## config.mk

```make
export PLATFORM = sky130hd
export DESIGN_NAME = usb_receive_fifo_status
export DESIGN_NICKNAME = d
export VERILOG_FILES = /design/src/rtl/rx_fifo_pkg.sv /design/src/rtl/rx_fifo_mem.sv /design/src/rtl/usb_receive_fifo_status.sv
export VERILOG_INCLUDE_DIRS = /design/src /design/src/rtl
export SDC_FILE = /design/constraint.sdc
export NUM_CORES = 1
export LEC_CHECK = 0
export BUFFER_PORTS_ARGS = -buffer_cell sky130_fd_sc_hd__buf_2
export CELL_PAD_IN_SITES_DETAIL_PLACEMENT = 1
export CELL_PAD_IN_SITES_GLOBAL_PLACEMENT = 1
export CORE_UTILIZATION = 47
export DETAILED_ROUTE_END_ITERATION = 8
export GPL_ROUTABILITY_DRIVEN = 0
export PLACE_DENSITY_LB_ADDON = 0.05
export SETUP_SLACK_MARGIN = 0.1
export SYNTH_ARGS = -nofsm -noshare
export SYNTH_HDL_FRONTEND = slang
export SYNTH_SLANG_ARGS = --single-unit
```

## constraint.sdc

```tcl
create_clock -name sys_clk -period 2.8 [get_ports sys_clk]
set_input_delay 0.14 -clock sys_clk [delete_from_list [all_inputs] [get_ports sys_clk]]
set_output_delay 0.14 -clock sys_clk [all_outputs]
set_load 0.005 [all_outputs]
```

## src/rtl/rx_fifo_defs.svh

```systemverilog
`ifndef RX_FIFO_DEFS_SVH
`define RX_FIFO_DEFS_SVH
`define FIFO_DEPTH 16
`define PTR_W 4
`define ADDR_W 12
// flags word index (0x0E5 = 0x394 / 4), then register byte addresses
`define OFF_FLAGS 12'h0E5
`define IDX_FLAGS 12'h0E5
`define ADDR_FLAGS 12'h394
`define ADDR_CTRL 12'h010
`define ADDR_STAT 12'h014
`define ADDR_CNT 12'h018
`define ADDR_DATA 12'h01C
// flag field positions
`define FLG_FIF_HI 7
`define FLG_FIF_LO 6
`define FLG_EMP 3
`define FLG_FULL 2
`define FLG_URF 1
`define FLG_OVF 0
// control bits
`define CTL_CLR 7
`define CTL_FRC 4
`define CTL_ISO 3
`define CTL_SPM 5
// status bits
`define ST_OVERWRITE_START_FLAG 0
`define ST_OVERWRITE_END_FLAG 1
`define ST_SETUP 2
`define ST_TX_STALL_BIT 3
`define ST_RX_STALL_BIT 4
`define CTL_RESET 8'h00
`define FIF_EMPTY 2'h0
`endif

```

## src/rtl/rx_fifo_pkg.sv

```systemverilog
package rx_fifo_pkg;
  typedef struct packed {
    logic [1:0] fif;
    logic empty;
    logic full;
    logic underrun;
    logic overrun;
  } rx_flags_s;
  typedef struct packed {
    logic sof;
    logic setup_tok;
    logic setup_ack;
    logic in_tok;
    logic wr_byte;
    logic [7:0] wr_data;
    logic wr_count;
    logic [4:0] count;
  } usb_evt_s;
  typedef enum logic [2:0] {
    SU_IDLE = 3'b001,
    SU_OVW = 3'b010,
    SU_END = 3'b100
  } setup_state_e;
endpackage

```

## src/rtl/rx_fifo_mem.sv

```systemverilog
`timescale 1ns/1ps
`include "rx_fifo_defs.svh"
module rx_fifo_mem (
  input wire logic sys_clk,
  input wire logic we,
  input wire logic [`PTR_W-1:0] waddr,
  input wire logic [7:0] wdata,
  input wire logic [`PTR_W-1:0] raddr,
  output logic [7:0] rdata
);
  logic [7:0] mem [0:`FIFO_DEPTH-1];
  always_ff @(posedge sys_clk) begin
    if (we) begin
      mem[waddr] <= wdata;
    end
  end
  always_ff @(posedge sys_clk) begin
    rdata <= mem[raddr];
  end
endmodule

```

## src/rtl/usb_receive_fifo_status.sv

```systemverilog
// Design decision made here: register access over APB.
`timescale 1ns/1ps
`include "rx_fifo_defs.svh"
// Overview of operation
// - byte count write updates index flags recording the new packet
// - write marker advance: 00 to 01, 10 to 11; reverse keeps flags
// - read-complete retires one set: 01/10 to 00, 11 to 10 or 01
// - single-packet mode shows index 00 or 01 only
// - iso: read-complete decrements now, reception increments at next SOF
// - empty flag tracks pointers equal with no rollover
// - full flag tracks rolled-over write pointer equal to read pointer
// - underrun sets on empty read, sticky, read pointer stays locked
// - iso: underrun still updates immediately
// - overrun on full write or count write at index 11; SETUP clears
// - overrun keeps write pointer locked at full
// - iso: overrun shows only at next SOF
// - engine sends LSb first; firmware orders bytes
// - control endpoint acknowledges every SETUP token
// - SETUP sets overwrite-start and flushes the FIFO like the clear bit
// - after SETUP ack: clear overwrite-start, set overwrite-end
// - overwrite-start resets and locks the read pointer
// - clearing overwrite-end clears underrun and resets read pointer
// - firmware clears overwrite-end before reading SETUP data
// - read-complete ignored while overwrite-start or overwrite-end set
// - setup-received flag forces NAK on IN tokens, even when stalled
// - iso data of frame n is read in frame n+1, dual-packet only
// - read-complete bit self-clears after the index flag update
module usb_receive_fifo_status (
  input wire logic sys_clk,
  input wire logic rst_n,
  input wire logic psel,
  input wire logic penable,
  input wire logic pwrite,
  input wire logic [`ADDR_W-1:0] paddr,
  input wire logic [31:0] pwdata,
  output logic [31:0] prdata,
  output logic pready,
  output logic pslverr,
  input wire rx_fifo_pkg::usb_evt_s usb_evt,
  output logic setup_ack_reg,
  output logic in_nak_reg,
  output logic [7:0] usb_tx_shift_reg
);
  import rx_fifo_pkg::*;
  logic [`PTR_W:0] wp_reg, rp_reg, wm_reg;
  logic [1:0] fif_reg;
  logic iso_pend_reg, ovf_pend_reg;
  logic urf_reg, ovf_reg;
  logic [7:0] ctrl_reg;
  logic [4:0] cnt0_reg, cnt1_reg;
  logic cnt_idx_reg;
  logic setup_flag_reg, tx_stall_reg, rx_stall_reg;
  setup_state_e su_reg;
  logic [7:0] rdata;
  rx_flags_s flags;
  logic apb_wr, apb_rd, empty, full;
  logic sel_flags, sel_ctrl, sel_stat, sel_cnt, sel_data;
  logic rd_data, rd_cnt, frc_req, flush, wr_ok, ovw_clr;
  logic overwrite_start_flag, overwrite_end_flag, iso, spm;

  function automatic logic [1:0] fif_inc(input logic [1:0] f,
                                         input logic single);
    if (single) begin
      fif_inc = 2'b01;
    end else if (f == 2'b00) begin
      fif_inc = 2'b01;
    end else begin
      fif_inc = 2'b11;
    end
  endfunction
  function automatic logic [1:0] fif_dec(input logic [1:0] f,
                                         input logic odd);
    if (f == 2'b11) begin
      fif_dec = odd ? 2'b01 : 2'b10;
    end else begin
      fif_dec = 2'b00;
    end
  endfunction

  assign apb_wr = psel && penable && pwrite;
  assign apb_rd = psel && penable && !pwrite;
  assign overwrite_start_flag = (su_reg == SU_OVW);
  assign overwrite_end_flag = (su_reg == SU_END);
  assign iso = ctrl_reg[`CTL_ISO];
  assign spm = ctrl_reg[`CTL_SPM] && !iso;

  always_comb begin
    sel_flags = 1'b0;
    sel_ctrl = 1'b0;
    sel_stat = 1'b0;
    sel_cnt = 1'b0;
    sel_data = 1'b0;
    if (paddr == `ADDR_FLAGS) begin
      sel_flags = 1'b1;
    end else if (paddr == `ADDR_CTRL) begin
      sel_ctrl = 1'b1;
    end else if (paddr == `ADDR_STAT) begin
      sel_stat = 1'b1;
    end else if (paddr == `ADDR_CNT) begin
      sel_cnt = 1'b1;
    end else if (paddr == `ADDR_DATA) begin
      sel_data = 1'b1;
    end
  end

  assign empty = (wp_reg == rp_reg) && (wp_reg == wm_reg);
  assign full = (wp_reg[`PTR_W] != rp_reg[`PTR_W]) &&
                (wp_reg[`PTR_W-1:0] == rp_reg[`PTR_W-1:0]);
  assign rd_data = apb_rd && sel_data;
  assign rd_cnt = apb_rd && sel_cnt;
  assign flush = (apb_wr && sel_ctrl && pwdata[`CTL_CLR]) ||
                 usb_evt.setup_tok;
  assign frc_req = apb_wr && sel_ctrl && pwdata[`CTL_FRC] &&
                   !overwrite_start_flag && !overwrite_end_flag;
  assign wr_ok = usb_evt.wr_byte && !full;
  assign ovw_clr = overwrite_end_flag && apb_wr && sel_stat && !pwdata[`ST_OVERWRITE_END_FLAG];

  rx_fifo_mem u_mem (
    .sys_clk(sys_clk),
    .we(wr_ok),
    .waddr(wp_reg[`PTR_W-1:0]),
    .wdata(usb_evt.wr_data),
    .raddr(rp_reg[`PTR_W-1:0]),
    .rdata(rdata)
  );

  // write pointer and marker
  always_ff @(posedge sys_clk) begin
    if (!rst_n || flush) begin
      wp_reg <= '0;
      wm_reg <= '0;
    end else begin
      if (wr_ok) begin
        wp_reg <= wp_reg + 1'b1;
      end
      if (usb_evt.wr_count) begin
        wm_reg <= wp_reg;
      end
    end
  end

  // read pointer
  always_ff @(posedge sys_clk) begin
    if (!rst_n || flush || overwrite_start_flag || ovw_clr) begin
      rp_reg <= '0;
    end else if (rd_data && !(wp_reg == rp_reg)) begin
      rp_reg <= rp_reg + 1'b1;
    end
  end

  // byte counts, toggled index
  always_ff @(posedge sys_clk) begin
    if (!rst_n || flush) begin
      cnt0_reg <= '0;
      cnt1_reg <= '0;
      cnt_idx_reg <= 1'b0;
    end else if (usb_evt.wr_count && fif_reg != 2'b11) begin
      if (cnt_idx_reg) begin
        cnt1_reg <= usb_evt.count;
      end else begin
        cnt0_reg <= usb_evt.count;
      end
      cnt_idx_reg <= spm ? 1'b0 : !cnt_idx_reg;
    end
  end

  // index flags; count write acts as write marker advance
  always_ff @(posedge sys_clk) begin
    if (!rst_n || flush) begin
      fif_reg <= `FIF_EMPTY;
      iso_pend_reg <= 1'b0;
    end else begin
      if (frc_req) begin
        fif_reg <= fif_dec(fif_reg, cnt_idx_reg);
      end else if (iso && usb_evt.sof && iso_pend_reg) begin
        fif_reg <= fif_inc(fif_reg, 1'b0);
      end else if (usb_evt.wr_count && !iso && fif_reg != 2'b11) begin
        fif_reg <= fif_inc(fif_reg, spm);
      end
      if (iso && usb_evt.sof) begin
        iso_pend_reg <= 1'b0;
      end else if (iso && usb_evt.wr_count) begin
        iso_pend_reg <= 1'b1;
      end
    end
  end

  // underrun, set wins over clear
  always_ff @(posedge sys_clk) begin
    if (!rst_n) begin
      urf_reg <= 1'b0;
    end else if ((rd_data && empty) || (rd_cnt && fif_reg == 2'b00)) begin
      urf_reg <= 1'b1;
    end else if (ovw_clr) begin
      urf_reg <= 1'b0;
    end else if (apb_wr && sel_flags && !pwdata[`FLG_URF]) begin
      urf_reg <= 1'b0;
    end
  end

  // overrun, deferred to SOF in iso
  always_ff @(posedge sys_clk) begin
    if (!rst_n) begin
      ovf_reg <= 1'b0;
      ovf_pend_reg <= 1'b0;
    end else begin
      if ((usb_evt.wr_byte && full) ||
          (usb_evt.wr_count && fif_reg == 2'b11)) begin
        if (iso) begin
          ovf_pend_reg <= 1'b1;
        end else begin
          ovf_reg <= 1'b1;
        end
      end else if (iso && usb_evt.sof && ovf_pend_reg) begin
        ovf_reg <= 1'b1;
        ovf_pend_reg <= 1'b0;
      end else if (usb_evt.setup_tok && ovf_reg) begin
        ovf_reg <= 1'b0;
      end else if (apb_wr && sel_flags && !pwdata[`FLG_OVF]) begin
        ovf_reg <= 1'b0;
      end
    end
  end

  // control register; read-complete self-clears
  always_ff @(posedge sys_clk) begin
    if (!rst_n) begin
      ctrl_reg <= `CTL_RESET;
    end else if (apb_wr && sel_ctrl) begin
      ctrl_reg <= {1'b0, 1'b0, pwdata[5], 1'b0, pwdata[3], 3'b000};
    end
  end

  // setup overwrite sequence
  always_ff @(posedge sys_clk) begin
    if (!rst_n) begin
      su_reg <= SU_IDLE;
    end else begin
      case (su_reg)
        SU_IDLE: begin
          if (usb_evt.setup_tok) begin
            su_reg <= SU_OVW;
          end
        end
        SU_OVW: begin
          if (usb_evt.setup_ack) begin
            su_reg <= SU_END;
          end
        end
        SU_END: begin
          if (usb_evt.setup_tok) begin
            su_reg <= SU_OVW;
          end else if (ovw_clr) begin
            su_reg <= SU_IDLE;
          end
        end
        default: su_reg <= SU_IDLE;
      endcase
    end
  end

  // setup-received and stall bits
  always_ff @(posedge sys_clk) begin
    if (!rst_n) begin
      setup_flag_reg <= 1'b0;
      tx_stall_reg <= 1'b0;
      rx_stall_reg <= 1'b0;
    end else begin
      if (usb_evt.setup_tok) begin
        setup_flag_reg <= 1'b1;
      end else if (apb_wr && sel_stat && !pwdata[`ST_SETUP]) begin
        setup_flag_reg <= 1'b0;
      end
      if (apb_wr && sel_stat) begin
        tx_stall_reg <= pwdata[`ST_TX_STALL_BIT];
        rx_stall_reg <= pwdata[`ST_RX_STALL_BIT];
      end
    end
  end

  // handshake outputs
  always_ff @(posedge sys_clk) begin
    if (!rst_n) begin
      setup_ack_reg <= 1'b0;
      in_nak_reg <= 1'b0;
    end else begin
      setup_ack_reg <= usb_evt.setup_tok;
      in_nak_reg <= usb_evt.in_tok &&
                    (setup_flag_reg || tx_stall_reg);
    end
  end

  // byte to engine, bit-reversed so shift-out from msb gives LSb first
  always_ff @(posedge sys_clk) begin
    if (!rst_n) begin
      usb_tx_shift_reg <= 8'h00;
    end else if (wr_ok) begin
      usb_tx_shift_reg <= {<<{usb_evt.wr_data}};
    end
  end

  always_comb begin
    flags.fif = fif_reg;
    flags.empty = empty;
    flags.full = full;
    flags.underrun = urf_reg;
    flags.overrun = ovf_reg;
  end

  // apb slave, zero wait states
  always_ff @(posedge sys_clk) begin
    if (!rst_n) begin
      prdata <= 32'h0000_0000;
      pready <= 1'b0;
      pslverr <= 1'b0;
    end else begin
      pready <= psel && !penable;
      pslverr <= psel && !penable && !(sel_flags || sel_ctrl ||
                 sel_stat || sel_cnt || sel_data);
      prdata <= 32'h0000_0000;
      if (psel && !penable && !pwrite) begin
        if (sel_flags) begin
          prdata <= {24'h000000, flags.fif, 2'b00, flags.empty,
                     flags.full, flags.underrun, flags.overrun};
        end else if (sel_ctrl) begin
          prdata <= {24'h000000, ctrl_reg};
        end else if (sel_stat) begin
          prdata <= {27'h0000000, rx_stall_reg, tx_stall_reg,
                     setup_flag_reg, overwrite_end_flag, overwrite_start_flag};
        end else if (sel_cnt) begin
          prdata <= {27'h0000000, cnt_idx_reg ? cnt1_reg : cnt0_reg};
        end else if (sel_data) begin
          prdata <= {24'h000000, rdata};
        end
      end
    end
  end

  AST_EMPTY: assert property (@(posedge sys_clk) disable iff (!rst_n)
    (wp_reg == rp_reg && wp_reg == wm_reg) |-> flags.empty)
    else $error("empty flag wrong");
  AST_FULL: assert property (@(posedge sys_clk) disable iff (!rst_n)
    full |-> !flags.empty)
    else $error("full and empty together");
  AST_URF_STICKY: assert property (@(posedge sys_clk) disable iff (!rst_n)
    (urf_reg && !ovw_clr && !(apb_wr && sel_flags)) |=> urf_reg)
    else $error("underrun lost");
  AST_URF_SET: assert property (@(posedge sys_clk) disable iff (!rst_n)
    (rd_data && empty) |=> urf_reg)
    else $error("underrun not set");
  AST_WP_LOCK: assert property (@(posedge sys_clk) disable iff (!rst_n)
    (usb_evt.wr_byte && full && !flush) |=> $stable(wp_reg))
    else $error("write pointer moved when full");
  AST_SPM: assert property (@(posedge sys_clk) disable iff (!rst_n)
    spm |=> fif_reg != 2'b11 || !$past(spm))
    else $error("single mode index 11");
  AST_OVW_SEQ: assert property (@(posedge sys_clk) disable iff (!rst_n)
    (overwrite_start_flag && usb_evt.setup_ack && !usb_evt.setup_tok) |=> overwrite_end_flag)
    else $error("overwrite end not set");
  AST_SETUP: assert property (@(posedge sys_clk) disable iff (!rst_n)
    usb_evt.setup_tok |=> overwrite_start_flag && wp_reg == '0 && setup_ack_reg)
    else $error("setup flush failed");
  AST_RP_LOCK: assert property (@(posedge sys_clk) disable iff (!rst_n)
    overwrite_start_flag |=> rp_reg == '0)
    else $error("read pointer not locked");
  AST_NAK: assert property (@(posedge sys_clk) disable iff (!rst_n)
    (usb_evt.in_tok && setup_flag_reg) |=> in_nak_reg)
    else $error("in token not naked");
  COV_SETUP: cover property (@(posedge sys_clk) overwrite_start_flag ##[1:50] overwrite_end_flag);
  COV_FULL: cover property (@(posedge sys_clk) full);
  COV_TWO: cover property (@(posedge sys_clk) fif_reg == 2'b11);
endmodule

```

==> results of run 1 <==
[critical path: cells and delay by family (launching register included)]
kind            cells  cell delay [ps]
flops               1              380
xor+xnor            1              400
simple gates        1              980
compound gates      1              210
[routing by layer]
metal | track usage | vias to the layer above
li1 | - | 2240
met1 | 0.2806 | 2485
met2 | 0.3814 | 141
met3 | 0.04947 | 29
met4 | 0.1042 | 0
met5 | 0 | -
[cell usage in the layout, fill, tap and decap left out, drive strengths merged, types with 7 or more instances in the layout]
cell type / Yosys / final
nor3: 7 / 7
edfxtp: 128 / 128
a21oi: 17 / 17
dlygate4sd3: 0 / 12
nand3: 14 / 14
mux4: 41 / 41
inv: 9 / 11
xnor2: 11 / 11
mux2i: 26 / 26
and3: 17 / 17
xor2: 7 / 7
dfxtp: 68 / 68
buf: 32 / 77
o21ai: 19 / 19
nor2: 47 / 47
nand2: 30 / 30
clkbuf: 19 / 20
conb: 1 / 24
[stage by stage]
step | instances | hold slack (ps)
global placement | 832 | 379.6
CTS | 876 | 22.81
global route | 876 | 37.50
finish | 876 | 46.64
floorplan | 586 | 211.1
detailed placement | 832 | 388.5
[cells by family after synthesis]
logic type	count (synthesis)
flip-flops	196
other	1
adder cells (fa/ha/maj)	5
AND/OR/NAND/NOR	150
XOR/XNOR	18
buffers and inverters	61
multiplexers	68
AO/OA/AOI/OAI	64
[cells in the mapped netlist, types with 2 or more instances]
master	instances	area, um^2
o21a_1	2	15.01
xor2_1	7	61.31
buf_4	24	180.2
nand2_1	30	112.6
a311o_1	2	20.02
nand3_1	14	70.07
nor3_1	6	30.03
a22oi_1	6	45.04
o211ai_1	6	45.04
buf_2	6	30.03
o22a_1	2	17.52
nand4_1	5	31.28
nand3b_1	4	30.03
nor2_1	47	176.4
a21oi_1	17	85.08
a31oi_1	2	12.51
and3_1	17	106.4
dfxtp_1	68	1361
mux4_2	41	923.4
clkbuf_1	19	71.32
mux2i_1	26	260.3
nand2b_1	3	18.77
ha_1	5	62.56
o31ai_1	2	15.01
xnor2_1	11	96.34
nor4_1	2	12.51
edfxtp_1	128	3844
nor4b_1	2	17.52
inv_1	9	33.78
and2_1	2	12.51
nor2b_1	6	37.54
or3_1	3	18.77
buf_1	2	7.510
o21ai_0	19	95.09
[cell type report]
type / count / area [um^2] / share of cell area
Clock inverter: 12 / 177.7 / 0.01892
Multi-Input combinational cell: 329 / 2703 / 0.2878
Sequential cell: 196 / 5206 / 0.5544
Inverter: 10 / 37.54 / 0.003997
Clock buffer: 20 / 436.7 / 0.04650
Tap cell: 220 / 275.3 / 0.02931
Timing Repair Buffer: 89 / 555.5 / 0.05915
[where the power goes]
group,total (uW),switching (uW),internal [uW]
clock network,2550,1050,1500
logic,243,148,95.7
registers,3130,22.8,3110
total,5930,1220,4710
[path summary, 6_finish.rpt]
path,endpoint,slack [ps],depth (start not counted)
setup / recovery,u_mem.mem[7][7]$_DFFE_PP_,440,3
hold / removal,su_reg[0]$_SDFFE_PN1P_,50,3
setup reg to reg,u_mem.mem[7][7]$_DFFE_PP_,440,3
hold reg to reg,prdata[4]$_SDFF_PP0_,470,2
==> results.json, run 1 <==
{
  "dieArea_um2": 17870,
  "period_needed_ps": 2361,
  "wl_met3_um": 902,
  "worst-setup-path-type": "reg2reg",
  "syn_area_per_cell_um2": 14.47,
  "cts_buffers": 17,
  "synthXorXnorAreaFrac": 0.01935,
  "rsz0062_at_grt": "no",
  "cts_tree": "built",
  "p_leak_uw": 0.003353,
  "cts_sinks": 196,
  "hold_violations": 0,
  "h-tree-depth": 4,
  "clkTransAtPathRegs_ps": 70,
  "met2WireLength_um": 9748,
  "fmax_ghz": 0.4236,
  "grt-ovfl-total": 0,
  "firstDrtPassIters": 4,
  "slew_headroom": 0.1705,
  "vias_per_cell": 5.588,
  "fin_nets": 716,
  "ioPinCount": 112,
  "ys.flop_type": "edfxtp_1",
  "wl_um": 19120,
  "rr_startpoint": "wp_reg[4]$_SDFFE_PP0P_",
  "cts.path.max_buffers": 2,
  "synth_cell_types": 52,
  "drcViolationCount": 0,
  "setup_viol": 0,
  "slowest_delay_ps": 980,
  "synth_top_family_by_area": "multiplexers",
  "power.total_uw": 5927,
  "grt_use_total": 0.2269,
  "core_um2": 16760,
  "worstPathMaxFanout": 8,
  "ys_seq_area_frac": 0.6388,
  "slowest_stage": "nor2b_1",
  "nFillCells": 1673,
  "cp-startpoint": "wp_reg[4]$_SDFFE_PP0P_",
  "insertion_delay_ps": 440,
  "synth_edf_count": 128,
  "pre_cts_slack_ps": 433.7,
  "cts_resized": 0,
  "tightest_slew_ps": 1242,
  "ant_nets": 0,
  "drive_gt1_frac": 0.2348,
  "drv_cap": 0,
  "powerDensity_nw_per_um2": 631.1,
  "start_util": 0.4862,
  "grt_pass1_wl_um": 28930,
  "root_buffer": "clkbuf_16",
  "slew_violations": 0,
  "grt_pass1_vias": 4980,
  "grt_max_degree": 36,
  "post-cts-setup-buffers": 0,
  "synth_simple_gate_area_frac": 0.09674,
  "synth_warnings": 0,
  "finalInstanceArea_um2": 9392,
  "synthMuxAreaShare": 0.1467,
  "async_reset_ff_frac": 0,
  "cp.arrival_ps": 2400,
  "status": "complete, no violations",
  "peakVddDrop_mv": 0.5270,
  "antenna_found_initial": 0,
  "fin_util": 0.5604,
  "die_y_um": 133.7,
  "critPathLaunchType": "flop",
  "cts_hold_buffers": 12,
  "syn_area_um2": 8148,
  "drt_iter0_drc": 304,
  "synth_fa_ha_area_frac": 0.007678,
  "met1Wirelength_um": 7966,
  "hp-start": "usb_evt[17]",
  "path_cells": "xnor2_1, o211ai_1, nor2b_1",
  "largest_reg_flops": 128,
  "worst_slack_ps": 439.1,
  "top_register": "u_mem.mem",
  "cp-end-kind": "flop",
  "period_share": 0.8432,
  "dr.max_layer_used": "met4",
  "routedWlPerCell_um": 21.83,
  "synthCells": 563,
  "crit_required_ps": 2840,
  "synthToLayoutAreaGrowth_pct": 15.26,
  "dp_hpwl_um": 12670,
  "ys_ff_latch": 196,
  "die_w_um": 133.7,
  "n_antenna_cell": 0,
  "portBuffers": 62,
  "holdCritPathClass": "in2reg",
  "vias": 4895,
  "fin_skew_ps": 12.64,
  "tns_ps": 0,
  "synth_compound_area_frac": 0.05021,
  "dpl_cell_area_um2": 8657,
  "fp-row-count": 47
}
Power figures use the tool's default switching activity.
==> run 2, diff against run 1 <==
CORE_UTILIZATION = 43   (was 47)
clock period = 2.14 ns   (was 2.8 ns; I/O delays follow)
==> run 2 against run 1 <==
  * Count of clock-buffer cells in the layout shrank 1
  * Via count grew 1.0%
  * Clock power grew 31%
  * Register-to-register slack lost 180 ps
  * Sequential share of layout area shrank 1.0 points
  * Hold slack lost 30 ps
  * Critical path type unchanged
  * Highest routed layer unchanged
==> results.json, run 2 (same netlist as run 1, synthesis figures left out) <==
{
  "status": "complete, no violations",
  "powerDensity_nw_per_um2": 813.5,
  "dpl_cell_area_um2": 8792,
  "synthToLayoutAreaGrowth_pct": 17.43,
  "fp-row-count": 49,
  "h-tree-depth": 4,
  "start_util": 0.4460,
  "period_share": 0.8769,
  "worst_slack_ps": 263.5,
  "tightest_slew_ps": 534.6,
  "wl_um": 19500,
  "worst-setup-path-type": "reg2reg",
  "cts_tree": "built",
  "cp-end-kind": "flop",
  "multi_input_area_um2": 2733,
  "rsz0062_at_grt": "no",
  "setup_viol": 0,
  "register_area_um2": 5206,
  "die_y_um": 139.7,
  "die_w_um": 139.7,
  "ioPinCount": 112,
  "crit_required_ps": 2450,
  "fmax_ghz": 0.5329,
  "grt_use_total": 0.2136,
  "cts_sinks": 196,
  "portBuffers": 62,
  "dp_hpwl_um": 13190,
  "drive_gt1_frac": 0.2776,
  "n_antenna_cell": 0,
  "r2r_setup_slack_ps": 260,
  "core_um2": 18270,
  "hold_violations": 0,
  "fin_util": 0.5237,
  "largest_reg_flops": 128,
  "tns_ps": 0,
  "root_buffer": "clkbuf_16",
  "period_needed_ps": 1876,
  "cts.path.max_buffers": 2,
  "worstPathMaxFanout": 12,
  "vias": 4945,
  "peakVddDrop_mv": 0.5945,
  "drt_iter0_drc": 264,
  "fin_skew_ps": 10.35,
  "finalInstanceArea_um2": 9568,
  "antenna_found_initial": 0,
  "pre_cts_slack_ps": 106.9,
  "ant_nets": 0,
  "nFillCells": 1803,
  "critPathLaunchType": "flop",
  "top_register": "u_mem.mem",
  "routedWlPerCell_um": 21.69,
  "slew_violations": 0,
  "clkTransAtPathRegs_ps": 80,
  "p_leak_uw": 0.003441,
  "dieArea_um2": 19500,
  "insertion_delay_ps": 440,
  "grt_pass1_wl_um": 30340,
  "fin_nets": 730,
  "cts_buffers": 17,
  "grt_max_degree": 36,
  "drv_cap": 0,
  "firstDrtPassIters": 4,
  "drcViolationCount": 0,
  "grt_pass1_vias": 5218,
  "cp.arrival_ps": 2180,
  "grt-ovfl-total": 0,
  "power.total_uw": 7784,
  "layout_common_cells": "128 x edfxtp_1, 67 x dfxtp_1, 62 x buf_2, 47 x nor2_1, 41 x mux4_2",
  "vias_per_cell": 5.501,
  "slew_headroom": 0.6403,
  "post-cts-setup-buffers": 0,
  "holdCritPathClass": "in2reg",
  "final_common_cell": "edfxtp_1"
}
-- run 2: cell types whose count changed in the layout (fill, tap and decap cells not counted), moves of 3 or more --
cell      delta
inv_8        +3
and3_1      -13
clkinv_8     +3
and3_2      +13
buf_4       +12
-- run 2: critical path, stage by stage, from the launching register on --
cell     delay [ps]
dfxtp_2         380
buf_4           290
mux4_2          540
mux4_2          530
-- run 2: final timing paths --
kind,startpoint,end,cells after the start
min reg2reg,cnt0_reg[3]$_SDFFE_PP0P_,cnt0_reg[3]$_SDFFE_PP0P_,2
max reg2reg,rp_reg[0]$_SDFFE_PP0P_,u_mem.rdata[2]$_DFF_P_,3
max,rp_reg[0]$_SDFFE_PP0P_,u_mem.rdata[2]$_DFF_P_,3
min,usb_evt[17],su_reg[0]$_SDFFE_PN1P_,3
-- run 2: metrics by stage --
step | cells | hold slack (ps)
finish | 899 | 16.32
detailed placement | 854 | 344.1
global placement | 854 | 346.8
CTS | 899 | 1.730
floorplan | 586 | 178.1
global route | 899 | 25.74
-- run 2: report_power, final --
part	switching [uW]	internal (uW)	total (uW)
combinational	204	132	336
clock	1530	1820	3350
sequential	24.9	4070	4090
-- run 2: layout make-up --
| cell class | instances | area share |
|---|---|---|
| Inverter | 10 | 0.003923 |
| Timing Repair Buffer | 103 | 0.07062 |
| Multi-Input combinational cell | 329 | 0.2856 |
| Sequential cell | 196 | 0.5441 |
| Clock buffer | 19 | 0.04629 |
| Tap cell | 229 | 0.02995 |
| Clock inverter | 13 | 0.01948 |
-- run 2: routing by layer --
layer  GRT usage  share of wire
met5           0              0
met1      0.2581           0.42
met3     0.04233          0.043
met2      0.3716           0.51
met4     0.09370          0.031
-- run 2: timing repair --
| item | in CTS | in global routing |
|---|---|---|
| hold buffers | 13 | 0 |
| cloned | 0 | 0 |
| hold endpoints to repair | 19 | 0 |
| endpoints found under the setup margin | 6 | 94 |
| gates resized for setup | 1 | 12 |
==> run 3, diff against run 2 <==
ABC_AREA = 1   (was unset)
CORE_UTILIZATION = 41   (was 43)
==> run 3 against run 2 <==
  * Global-route usage grew 0.36 points
  * Hold slack worse by 8.1 ps
  * Register-to-register slack improved by 70 ps
  * Die area up 10%
  * Critical path type unchanged
  * Largest power group unchanged
==> results.json, run 3 <==
{
  "drive_gt1_frac": 0.1800,
  "syn_area_um2": 8589,
  "core_um2": 20360,
  "ys_ff_latch": 196,
  "period_share": 0.8457,
  "cts_buffers": 17,
  "ioPinCount": 112,
  "grt-ovfl-total": 0,
  "cp-end-kind": "flop",
  "final_common_cell": "nor2_1",
  "fmax_ghz": 0.5525,
  "drv_cap": 0,
  "ys.flop_type": "edfxtp_1",
  "tns_ps": 0,
  "top_register": "u_mem.mem",
  "fin_util": 0.4894,
  "h-tree-depth": 4,
  "grt.met2_usage": 0.3742,
  "holdCritPathClass": "in2reg",
  "status": "complete, no violations",
  "met3_usage": 0.03665,
  "critPathMostFrequentCell": "nand2_1",
  "sw_frac_of_total": 0.2360,
  "synth_common_cells": "148 x nor2_1, 128 x edfxtp_1, 126 x nand2_1, 68 x dfxtp_1, 51 x o21ai_0",
  "yosys.area.top_type": "edfxtp_1",
  "synth_edf_count": 128,
  "critPathLaunchType": "flop",
  "die_w_um": 146.7,
  "dieArea_um2": 21530,
  "start_util": 0.4218,
  "ant_nets": 0,
  "synthCells": 843,
  "synth_cell_types": 50,
  "peakVddDrop_mv": 0.4733,
  "antenna_found_initial": 0,
  "synth_warnings": 0,
  "n_antenna_cell": 0,
  "firstDrtPassIters": 4,
  "post-cts-setup-buffers": 0,
  "worstPathMaxFanout": 8,
  "rsz0062_at_grt": "no",
  "fp-row-count": 52,
  "synthToLayoutAreaGrowth_pct": 16.04,
  "die_y_um": 146.7,
  "grt_pass1_vias": 6585,
  "vias_per_cell": 5.162,
  "setup_viol": 0,
  "routedWlPerCell_um": 18.39,
  "grt_pass1_wl_um": 35470,
  "grt_busiest_layer": "met2",
  "fin_nets": 1010,
  "dp_hpwl_um": 15690,
  "period_needed_ps": 1810,
  "portBuffers": 62,
  "worst-setup-path-type": "reg2reg",
  "cp.arrival_ps": 1950,
  "nFillCells": 2255,
  "use_met1": 0.2739,
  "cts_resized": 0,
  "switchingPower_uw": 1815,
  "ys_seq_area_frac": 0.6060,
  "r2r_setup_slack_ps": 330,
  "power_frac_clock": 0.409,
  "wl_um": 22430,
  "syn_area_per_cell_um2": 10.19,
  "cts_tree": "built",
  "async_reset_ff_frac": 0,
  "synth.most_common_cell": "nor2_1",
  "crit_required_ps": 2280,
  "p_leak_uw": 0.003833,
  "register_area_um2": 5207,
  "path_cells": "xor2_1, nor2_4, nand3_1, nand2_1, inv_2, nand2_1, nor2_1, buf_4",
  "slowest_delay_ps": 400,
  "intPower_uw": 5878,
  "clkTransAtPathRegs_ps": 70,
  "layout_common_cells": "148 x nor2_1, 128 x edfxtp_1, 126 x nand2_1, 66 x dfxtp_1, 62 x buf_2",
  "yosys.area.top_type_share": 0.4475,
  "vias": 6298,
  "grt_use_total": 0.2172,
  "insertion_delay_ps": 430,
  "drt_iter0_drc": 243,
  "hold_violations": 0,
  "slowest_stage": "dfxtp_1",
  "cts.path.max_buffers": 2,
  "largest_reg_flops": 128,
  "slew_violations": 0,
  "drcViolationCount": 0,
  "grt_max_degree": 36,
  "synthTopCellsByArea": "edfxtp_1 45%, dfxtp_1 16%, nor2_1 6.5%, nand2_1 5.5%, o21ai_0 3.0%",
  "fin_skew_ps": 10.72,
  "power_frac_comb": 0.057,
  "root_buffer": "clkbuf_16",
  "powerDensity_nw_per_um2": 771.9,
  "multi_input_area_um2": 2898,
  "cts_sinks": 196,
  "power_frac_seq": 0.534
}
[run 3: per-layer routing]
metal,vias up,wire [um],share of wire
met3,35,942,0.042
met5,-,0,0
met4,0,528,0.024
met1,3089,9587,0.43
li1,3043,-,-
met2,131,11370,0.51
[run 3: logic make-up after synthesis]
logic type	after synthesis	share of synthesized area
AO/OA/AOI/OAI	133	0.09672
multiplexers	11	0.01282
buffers and inverters	116	0.06672
flip-flops	196	0.6060
AND/OR/NAND/NOR	368	0.1968
adder cells (fa/ha/maj)	5	0.007283
XOR/XNOR	13	0.01326
other	1	0.0004366
[run 3: worst paths after layout]
path,from,to,depth (start not counted)
worst max register to register,rp_reg[3]$_SDFFE_PP0P_,u_mem.mem[9][7]$_DFFE_PP_,8
worst max-delay path,rp_reg[3]$_SDFFE_PP0P_,u_mem.mem[9][7]$_DFFE_PP_,8
worst min register to register,u_mem.rdata[7]$_DFF_P_,prdata[7]$_SDFF_PN0_,2
worst min-delay path,usb_evt[5],wm_reg[3]$_SDFFE_PP0P_,3
[run 3: final cells by class]
type	count	share of cell area
inverters	59	0.02247
clock buffers	18	0.04306
flip-flops and latches	196	0.5225
repair buffers	109	0.07281
well taps	270	0.03389
clock inverters	14	0.01456
multi-input cells	554	0.2907
[run 3: worst max-delay path: cells and delay by family, from the launching register on]
family	cells	cell delay, ps
XOR/XNOR	1	250
buffers and inverters	2	320
flip-flops	1	400
AND/OR/NAND/NOR	5	550
[run 3: power groups by stage]
stage	combinational [uW]	sequential, uW	clock, uW
final	439	4110	3150
after global routing	490	4110	3360
after CTS	444	4110	3190
after detailed placement	420	4190	0
after global placement	398	4190	0
after floorplan	254	4190	0
[run 3: timing repair]
| action | 4_1_cts | 5_1_grt |
|---|---|---|
| endpoints found under the setup margin | 0 | 0 |
| endpoints found under the hold margin | 20 | 0 |
| hold buffers | 15 | 0 |
[run 3: metrics by stage]
stage	total power (uW)	hold slack, ps	setup WS [ps]	cells	instance area [um^2]
5_1_grt	7964	26.10	210.9	1220	9967
4_1_cts	7747	1.088	310.1	1220	9967
3_3_place_gp	4589	318.9	359.6	1173	9243
6_report	7694	8.213	330.2	1220	9967
3_5_place_dp	4614	331.4	324.6	1173	9243
2_1_floorplan	4443	183.5	300.4	866	8676
